**config.mk**
```make
export PLATFORM = sky130hd
export DESIGN_NAME = nss_core
export DESIGN_NICKNAME = d
export VERILOG_FILES = /design/src/nss_pkg.sv /design/src/nss_core.sv /design/src/nss_skip_eval.sv
export SDC_FILE = /design/constraint.sdc
export NUM_CORES = 1
export LEC_CHECK = 0
export ABC_AREA = 0
export ABC_CLOCK_PERIOD_IN_PS = 2800
export BUFFER_PORTS_ARGS = -buffer_cell sky130_fd_sc_hd__buf_4
export CAP_MARGIN = 25
export CORE_MARGIN = 3
export CORE_UTILIZATION = 47
export CTS_CLUSTER_DIAMETER = 30
export DETAILED_ROUTE_END_ITERATION = 8
export PLACE_DENSITY = 0.77
export REMOVE_ABC_BUFFERS = 1
export SYNTH_ARGS = -nofsm -noshare
export SYNTH_HDL_FRONTEND = slang
export SYNTH_SLANG_ARGS = --single-unit
```
**constraint.sdc**
```tcl
create_clock -name i_sys_clk -period 2.8 [get_ports i_sys_clk]
set_clock_uncertainty 0.2 [all_clocks]
set_input_delay 0.56 -clock i_sys_clk [delete_from_list [all_inputs] [get_ports i_sys_clk]]
set_output_delay 0.56 -clock i_sys_clk [all_outputs]
set_load 0.01 [all_outputs]
```
**src/nss_pkg.sv**
```systemverilog
// Purpose: Shared constants and types for the nibble swap and skip unit.
// Assumes: One instruction is presented per machine cycle by the core.
// Notes: The unit owns the accumulator; data memory is only read.
// Function
// [RL1] Swap places the byte's upper nibble in acc[3:0] and lower in acc[7:4].
// [RL2] Swap never writes data memory; only the accumulator changes.
// [RL3] Skip-if-zero discards the next instruction when the byte is zero.
// [RL4] A taken skip spends a dummy cycle so the instruction takes two cycles.
// [RL5] Copy-skip-if-zero always loads the byte into acc and skips if zero.
// [RL6] Bit-test skip skips when the selected bit is zero, else proceeds.
// [RL7] None of these instructions alters any status flag.
// [RL8] The dummy cycle writes nothing and the counter passes the skipped op.
package nss_pkg;

    // ----------------------------------------
    // Constants
    // ----------------------------------------
    localparam int DATA_W = 8;
    localparam int PC_W = 12;
    localparam int BIT_SEL_W = 3;
    localparam int NIB_HI = 7;
    localparam int NIB_LO = 4;
    localparam logic [7:0] ACC_RESET = 8'h00;
    localparam logic [11:0] PC_RESET = 12'h000;
    localparam logic [11:0] PC_STEP = 12'h001;

    // ----------------------------------------
    // Types
    // ----------------------------------------
    typedef enum logic [2:0] {
        NSS_OP_NONE = 3'b000,
        NSS_OP_SWAP = 3'b001,
        NSS_OP_SKZ = 3'b010,
        NSS_OP_CSKZ = 3'b011,
        NSS_OP_BSKZ = 3'b100
    } nss_op_e;

    typedef enum logic [0:0] {
        NSS_ST_EXEC = 1'b0,
        NSS_ST_DUMMY = 1'b1
    } nss_state_e;

    typedef struct packed {
        logic valid;
        nss_op_e op;
        logic [7:0] mem_data;
        logic [2:0] bit_sel;
    } nss_instr_s;

    typedef struct packed {
        nss_state_e state;
        logic [7:0] acc;
        logic [11:0] pc;
        logic skip_taken;
        logic dummy;
        logic acc_we;
    } nss_state_s;

endpackage

```
**src/nss_core.sv**
```systemverilog
// Purpose: Executes swap and conditional skip instructions.
// Assumes: The core holds off a new instruction during the dummy cycle.
// Notes: No status flag port exists, so flags are never touched.
`timescale 1ns/1ps
module nss_core (
    // Clock and reset
    input wire logic i_sys_clk,
    input wire logic i_reset,
    // Instruction
    input wire nss_pkg::nss_instr_s i_instr,
    // Results
    output logic [7:0] o_acc,
    output logic o_acc_we,
    output logic [11:0] o_pc,
    output logic o_skip_taken,
    output logic o_dummy,
    output logic o_busy
);

    // ----------------------------------------
    // State
    // ----------------------------------------
    nss_pkg::nss_state_s st;
    nss_pkg::nss_state_s next_st;
    logic skip;
    logic take_now;

    // The reset image is a constant, so the asynchronous branch loads
    // nothing but fixed values.
    localparam nss_pkg::nss_state_s ST_RESET = '{
        state: nss_pkg::NSS_ST_EXEC,
        acc: nss_pkg::ACC_RESET,
        pc: nss_pkg::PC_RESET,
        skip_taken: 1'b0,
        dummy: 1'b0,
        acc_we: 1'b0
    };

    nss_skip_eval u_eval (
        .i_op(i_instr.op),
        .i_data(i_instr.mem_data),
        .i_bit_sel(i_instr.bit_sel),
        .o_skip(skip)
    );

    function automatic logic [7:0] swap_nib(input logic [7:0] d);
        swap_nib = {d[3:0], d[nss_pkg::NIB_HI:nss_pkg::NIB_LO]};
    endfunction

    // ----------------------------------------
    // Next state
    // ----------------------------------------
    // The skipped opcode is fetched but never executed, so the counter
    // steps twice across the two cycles.
    always_comb begin
        next_st = st;
        next_st.skip_taken = 1'b0;
        next_st.dummy = 1'b0;
        next_st.acc_we = 1'b0;
        case (st.state)
            nss_pkg::NSS_ST_EXEC: begin
                if (i_instr.valid) begin
                    next_st.pc = st.pc + nss_pkg::PC_STEP;
                    case (i_instr.op)
                        nss_pkg::NSS_OP_SWAP: begin
                            next_st.acc = swap_nib(i_instr.mem_data); // [RL1]
                            next_st.acc_we = 1'b1; // [RL2]
                        end
                        nss_pkg::NSS_OP_CSKZ: begin
                            next_st.acc = i_instr.mem_data; // [RL5]
                            next_st.acc_we = 1'b1;
                        end
                        default: begin
                            next_st.acc = st.acc;
                        end
                    endcase
                    if (skip) begin
                        next_st.skip_taken = 1'b1;
                        next_st.state = nss_pkg::NSS_ST_DUMMY; // [RL4]
                    end
                end
            end
            nss_pkg::NSS_ST_DUMMY: begin
                next_st.dummy = 1'b1; // [RL8]
                next_st.pc = st.pc + nss_pkg::PC_STEP; // [RL8]
                next_st.state = nss_pkg::NSS_ST_EXEC;
            end
            default: begin
                next_st.state = nss_pkg::NSS_ST_EXEC;
            end
        endcase
    end

    always_ff @(posedge i_sys_clk or posedge i_reset) begin
        if (i_reset) begin
            st <= ST_RESET;
        end else begin
            st <= next_st;
        end
    end

    assign o_acc = st.acc;
    assign o_acc_we = st.acc_we;
    assign o_pc = st.pc;
    assign o_skip_taken = st.skip_taken;
    assign o_dummy = st.dummy;
    assign o_busy = (st.state == nss_pkg::NSS_ST_DUMMY);

    // The instruction input is only taken in the execute state; whatever
    // is offered during the dummy cycle is ignored.
    assign take_now = (st.state == nss_pkg::NSS_ST_EXEC) && i_instr.valid;

    // ----------------------------------------
    // Checks
    // ----------------------------------------
    // Every check stands down while reset is high, so the reset image is
    // judged by the bench rather than here.
    a_swap_result: assert property ( // [RL1]
        @(posedge i_sys_clk) disable iff (i_reset)
        (take_now && i_instr.op == nss_pkg::NSS_OP_SWAP) |=>
        (o_acc[3:0] == $past(i_instr.mem_data[7:4])) &&
        (o_acc[7:4] == $past(i_instr.mem_data[3:0])))
        else $error("swap result wrong");

    a_swap_no_skip: assert property ( // [RL2]
        @(posedge i_sys_clk) disable iff (i_reset)
        (take_now && i_instr.op == nss_pkg::NSS_OP_SWAP) |=>
        (!o_skip_taken && !o_busy && o_acc_we))
        else $error("swap misbehaved");

    a_we_source: assert property ( // [RL2]
        @(posedge i_sys_clk) disable iff (i_reset)
        o_acc_we |-> $past(take_now) &&
        ($past(i_instr.op) == nss_pkg::NSS_OP_SWAP ||
         $past(i_instr.op) == nss_pkg::NSS_OP_CSKZ))
        else $error("acc written by wrong op");

    a_skz_zero: assert property ( // [RL3]
        @(posedge i_sys_clk) disable iff (i_reset)
        (take_now && i_instr.op == nss_pkg::NSS_OP_SKZ) |=>
        (o_skip_taken == ($past(i_instr.mem_data) == 8'h00)))
        else $error("skip if zero decision wrong");

    a_skz_keep_acc: assert property ( // [RL3]
        @(posedge i_sys_clk) disable iff (i_reset)
        (take_now && i_instr.op == nss_pkg::NSS_OP_SKZ) |=>
        (!o_acc_we && $stable(o_acc)))
        else $error("skip if zero wrote acc");

    a_skip_source: assert property ( // [RL3]
        @(posedge i_sys_clk) disable iff (i_reset)
        o_skip_taken |-> $past(take_now) &&
        ($past(i_instr.op) != nss_pkg::NSS_OP_SWAP) &&
        ($past(i_instr.op) != nss_pkg::NSS_OP_NONE))
        else $error("skip without a skip op");

    a_skip_two_cyc: assert property ( // [RL4]
        @(posedge i_sys_clk) disable iff (i_reset)
        o_skip_taken |->
        o_busy ##1 (o_dummy && !o_busy))
        else $error("skip did not take two cycles");

    a_skip_pulse: assert property ( // [RL4]
        @(posedge i_sys_clk) disable iff (i_reset)
        o_skip_taken |=> !o_skip_taken)
        else $error("skip flag longer than one cycle");

    a_busy_one_cyc: assert property ( // [RL4]
        @(posedge i_sys_clk) disable iff (i_reset)
        o_busy |=> !o_busy)
        else $error("dummy cycle longer than one cycle");

    a_busy_source: assert property ( // [RL4]
        @(posedge i_sys_clk) disable iff (i_reset)
        o_busy |-> o_skip_taken)
        else $error("dummy cycle without a skip");

    a_none_quiet: assert property ( // [RL4]
        @(posedge i_sys_clk) disable iff (i_reset)
        (take_now && i_instr.op == nss_pkg::NSS_OP_NONE) |=>
        (!o_skip_taken && !o_busy && !o_acc_we))
        else $error("plain op skipped or wrote acc");

    a_cskz_load: assert property ( // [RL5]
        @(posedge i_sys_clk) disable iff (i_reset)
        (take_now && i_instr.op == nss_pkg::NSS_OP_CSKZ) |=>
        o_acc_we && (o_acc == $past(i_instr.mem_data)) &&
        (o_skip_taken == ($past(i_instr.mem_data) == 8'h00)))
        else $error("copy skip wrong");

    a_bit_test: assert property ( // [RL6]
        @(posedge i_sys_clk) disable iff (i_reset)
        (take_now && i_instr.op == nss_pkg::NSS_OP_BSKZ) |=>
        (o_skip_taken == !$past(i_instr.mem_data[i_instr.bit_sel])))
        else $error("bit test decision wrong");

    a_bit_keep_acc: assert property ( // [RL6]
        @(posedge i_sys_clk) disable iff (i_reset)
        (take_now && i_instr.op == nss_pkg::NSS_OP_BSKZ) |=>
        (!o_acc_we && $stable(o_acc)))
        else $error("bit test wrote acc");

    a_acc_stable: assert property ( // [RL7]
        @(posedge i_sys_clk) disable iff (i_reset)
        !o_acc_we |-> ($stable(o_acc) || $past(i_reset)))
        else $error("acc changed without write");

    a_dummy_nop: assert property ( // [RL8]
        @(posedge i_sys_clk) disable iff (i_reset)
        o_busy |=> !o_acc_we && !o_skip_taken && $stable(o_acc) &&
        (o_pc == $past(o_pc) + nss_pkg::PC_STEP))
        else $error("dummy cycle not a no-op");

    a_dummy_after_busy: assert property ( // [RL8]
        @(posedge i_sys_clk) disable iff (i_reset)
        o_dummy |-> $past(o_busy))
        else $error("dummy flag without a dummy cycle");

    a_pc_step: assert property ( // [RL8]
        @(posedge i_sys_clk) disable iff (i_reset)
        take_now |=> (o_pc == $past(o_pc) + nss_pkg::PC_STEP))
        else $error("counter did not step");

endmodule

```
**src/nss_skip_eval.sv**
```systemverilog
// Purpose: Decides whether a conditional skip instruction skips.
// Assumes: Inputs come unregistered from the caller's instruction port.
// Notes: Purely combinational.
`timescale 1ns/1ps
module nss_skip_eval (
    // Instruction
    input wire nss_pkg::nss_op_e i_op,
    input wire logic [7:0] i_data,
    input wire logic [2:0] i_bit_sel,
    // Result
    output logic o_skip
);

    always_comb begin
        case (i_op)
            nss_pkg::NSS_OP_SKZ: o_skip = (i_data == 8'h00); // [RL3]
            nss_pkg::NSS_OP_CSKZ: o_skip = (i_data == 8'h00); // [RL5]
            nss_pkg::NSS_OP_BSKZ: o_skip = ~i_data[i_bit_sel]; // [RL6]
            default: o_skip = 1'b0;
        endcase
    end

endmodule

```
# --- Word-level counts from Yosys, hierarchy flattened ---
# Index checks and enable logic that the tools add are counted.
totals:
  regBits: 24
  latchBits: 0
  mem_bits_rw: 0
  romBits: 0
  in_bits: 17
  output_inout_bits: 24
  elab_cells: 33
  n_memories: 0
classes:
  add_sub_neg: 1
  n_mul: 0
  n_div: 0
  order_cmp: 1
  n_eq_ne: 5
  shift: 0
  n_mux: 13
  n_bitwise: 2
  n_reduce_logical: 5
ops:
  columns: ["cell", "count"]
  rows:
  - ["one-hot mux 12 bit (2 select lines)", 1]
  - ["2-to-1 mux 22 bit", 1]
  - ["one-hot mux 8 bit (2 select lines)", 1]
  - ["adder 12 x 1 -> 12 bit (second input constant)", 1]
  - ["zero test 8 bit", 1]
  - ["2-to-1 mux 1 bit", 7]
  - ["== test 3 x 2 -> 1 bit (second input constant)", 2]
  - ["< comparator 3 x 4 -> 1 bit (second input constant)", 1]
  - ["one-hot mux 1 bit (2 select lines)", 2]
  - ["OR reduction 2 bit", 2]
  - ["binary-select mux 1 bit (select 3 bit)", 1]
  - ["== test 3 x 1 -> 1 bit (second input constant)", 1]
  - ["== test 3 bit (second input constant)", 1]
  - ["AND reduction 3 bit", 1]
  - ["inequality test 2 bit (second input constant)", 1]
  - ["NOT 1 bit", 2]
  - ["nonzero test 2 bit", 1]

# --- Longest topological paths before layout ---
depth:
  ltp_word: 7
  mapped_depth: 5
  mapped_depth_nobuf: 4

# --- By module ---
# A second synthesis with hierarchy kept.
unflattened:
  cells_unflattened: 93
  area_unflattened_um2: 1148.6
modules_own_cells:
  columns: ["module", "instances", "cells_each", "area_per_inst_um2", "seq_area_each_um2"]
  rows:
  - ["nss_core", 1, 85, 1047.3, 575.6]
  - ["nss_skip_eval", 1, 8, 101.3, 0.0]

# --- Least setup slack after synthesis ---
# Ideal clock, no wire load.
synth_path:
  path_type: "input -> register"
  from: "in i_instr[1] in the netlist's numbering"
  to: "reg st, in the netlist o_skip_taken"
  setup_time_ps: 80
  arrival_ps: 1459
  required_ps: 2520
  slack_ps: 1061
  cell_stages: 3
  path_buffers: 0
  cell_sequence: "mux4_1 -> mux2_2 -> o22ai_2"
synth_via:
  elab_chain_len: 7
synth_lines:
  columns: ["element", "line", "rtl"]
  rows:
  - ["from (decl)", "nss_core.sv:10", "input wire nss_pkg::nss_instr_s i_instr,"]
  - ["binary-select mux 1 bit (select 3 bit)", "nss_skip_eval.sv:18", "nss_pkg::NSS_OP_BSKZ: o_skip = ~i_data[i_bit_sel];"]
  - ["2-to-1 mux 1 bit (implied by the code)", "nss_skip_eval.sv:18", null]
  - ["NOT 1 bit", "nss_skip_eval.sv:18", null]
  - ["one-hot mux 1 bit (2 select lines)", "nss_skip_eval.sv:15", "case (i_op)"]
  - ["2-to-1 mux 1 bit", "nss_core.sv:77", "if (skip) begin"]
  - ["2-to-1 mux 22 bit", "nss_core.sv:62", "if (i_instr.valid) begin"]
  - ["2-to-1 mux 1 bit", "nss_core.sv:60", "case (st.state)"]
  - ["to (signal assigned)", "nss_core.sv:98", "st <= next_st;"]
  - ["to (decl)", "nss_core.sv:23", "nss_pkg::nss_state_s st;"]
# Every way passes these cells. The select of a mux whose other input is x is not followed.
# A chain may end at the register's enable or synchronous reset.

==> reports/results.tsv <==
metric	value	unit
status	finished, final reports clean	
diodes	0	
required	2.04	ns
final_nets	155	
grt_max_degree	24	
synthCells	95	
grt-ovfl-total	0	
busiest_layer	met2	
setup_viol	0	
worst_slew_margin_rel	44.4	%
routed_wl	2.34	mm
crit_path_cell_trace	buf_4	
worstSetupPathType	flop to primary output	
detail_route.first_pass.iterations	4	
place_congestion	0.754	
insertion_delay	0.30	ns
areaGrowthSynthToFinish	31.9	%
synth_cell_type_count	28	
hold_violations	0	
drt_iter0_drc	13	
stdcell_count	163	
die_width	54.5	um
initial_core_util	53.1	%
end_kind	primary output	
fin_hold_ws	0.207	ns
drt.antenna.violating_nets	0	
cts_inserted_buffers	3	
dpl.cell_count	159	
cp_top_family	flip-flops	
gr-usage-met2	29.3	%
path_clk_slew	0.13	ns
nFillCells	173	
htree_levels	1	
fin_setup_tns	0	ns
leakage	0.746	nW
io_buffers	40	
finish.utilization	70.1	%
synth_enable_flop_cells	0	
peakVddDrop	0.000399	V
cts_sinks	23	
synth_ff_type	dfrtp_1	
cts-resized-gates	0	
tightest_slew	0.833	ns
met3_usage	5.45	%
ys_seq_elements	23	
vias	865	
clockBufferDepth	2	
multi_input_area	510	um^2
maxCapViolCount	0	
critPathMaxFanout	8	
avgRoutedWirePerCell	14.3	um
die_h	54.5	um
antenna_found_initial	0	
use_met1	24.4	%
avgViaCountPerCell	5.31	
route.detailed.drc	0	
std_cell_rows	16	
synth_async_sr_flop_share	100	%
fin_crit_sh	62.7	%
drv_slew	0	
p_per_area	651	nW/um^2
grtUsageTotal	18.6	%
synth.cell_area	1110	um^2
hpwl	1.83	mm
cts_root_buf	clkbuf_4	
slowest_stage	dfrtp_1	
fmax	0.570	GHz
crit_buf_inv	1	
yosysWarningCount	0	
core	2080	um^2
register_area	576	um^2
die_area	2970	um^2
finalPower	950	uW
layout-drive-gt1-share	36.0	%
cts_tree	built	
avgSynthCellArea	11.6	um^2
max_stage_delay	0.51	ns
hold_path.class	primary input to async pin	
cts_hold_buf	0	
synth_top_area_share	52.0	%
synth-seq-area-share	52.0	%
arrival	1.00	ns
ys_top_cells_by_area	dfrtp_1 52%, mux2i_1 7.2%, xnor2_1 5.5%	
grt_pass1_vias	841	
io_pins	41	
rsz0062_at_grt	false	
post_cts_buffers	0	
synth_top_area_cell	dfrtp_1	
grt_first_pass_wirelength	3.91	mm
fin_crit	1.76	ns
cp-start-kind	flop	
power by group:
group | switching (mW) | internal (mW)
Sequential | 0.0801 | 0.403
Combinational | 0.140 | 0.173
Clock | 0.0995 | 0.0532
Total | 0.320 | 0.630
cells in the mapped netlist, types with 2 or more instances:
| library cell | number |
|---|---|
| mux2_2 | 2 |
| nand2_1 | 3 |
| xnor2_1 | 7 |
| and4_1 | 2 |
| buf_2 | 3 |
| nand4_1 | 3 |
| a21oi_1 | 8 |
| nand3_1 | 3 |
| mux2i_1 | 8 |
| xor2_1 | 4 |
| mux4_1 | 2 |
| dfrtp_1 | 23 |
| nor2_1 | 12 |
flip-flops by register name, summed over array words and instances, names as in the netlist:
name          flops
o_acc             8
o_skip_taken      1
o_pc             12
o_dummy           1
o_acc_we          1
cell usage in the layout, fill, tap and decap left out, types with 3 or more instances in the layout:
cell type   n
nand4_1     3
buf_4      41
clkbuf_4    3
dfrtp_1    23
a21oi_1     8
nor2_1     12
nand2_1     3
xor2_1      4
nand3_1     3
mux2i_1     8
xnor2_1     7
kinds of logic (layout without fill, tap and decap cells):
logic type      count (synthesis)  in the layout  share of synthesized area [%]
mux                            12             12                           14.0
compound gates                 11             11                           6.11
xor+xnor                       11             11                           8.71
simple gates                   32             32                           15.6
buf+inv                         5             46                           2.38
flops                          23             23                           52.0
fa+ha+maj                       1              1                           1.13
stage by stage:
stage               setup WS [ns]  cell area (um^2)
global placement            0.937              1430
finish                       1.04              1460
detailed placement          0.914              1430
CTS                          1.03              1460
global route                0.979              1460
floorplan                   0.425              1080
path summary, 6_finish.rpt:
path                                    from           end  slack [ns]  cells past startpoint
worst min-delay path                 i_reset       o_pc[4]        0.21                      2
worst min register to register      o_pc[11]      o_pc[11]        0.29                      1
worst max-delay path            o_skip_taken        o_busy        1.04                      1
max in group asynchronous            i_reset  o_skip_taken        1.68                      2
worst max register to register  o_skip_taken       o_pc[8]        1.27                      3
min in group i_sys_clk              o_pc[11]      o_pc[11]        0.29                      1
per-layer routing:
metal	up-vias	wire length, um
met4	0	18
met3	2	141
met2	23	1130
met1	413	1050
li1	427	-
met5	-	0
area by class of cell:
type,count,share of cell area (%)
clock buffer,3,1.54
clock inverter,1,0.343
inverter,1,0.257
multi-input combinational,67,35.0
sequential,23,39.5
tap,27,2.32
timing repair buffer,41,21.1
(Power assumes the default switching activity.)
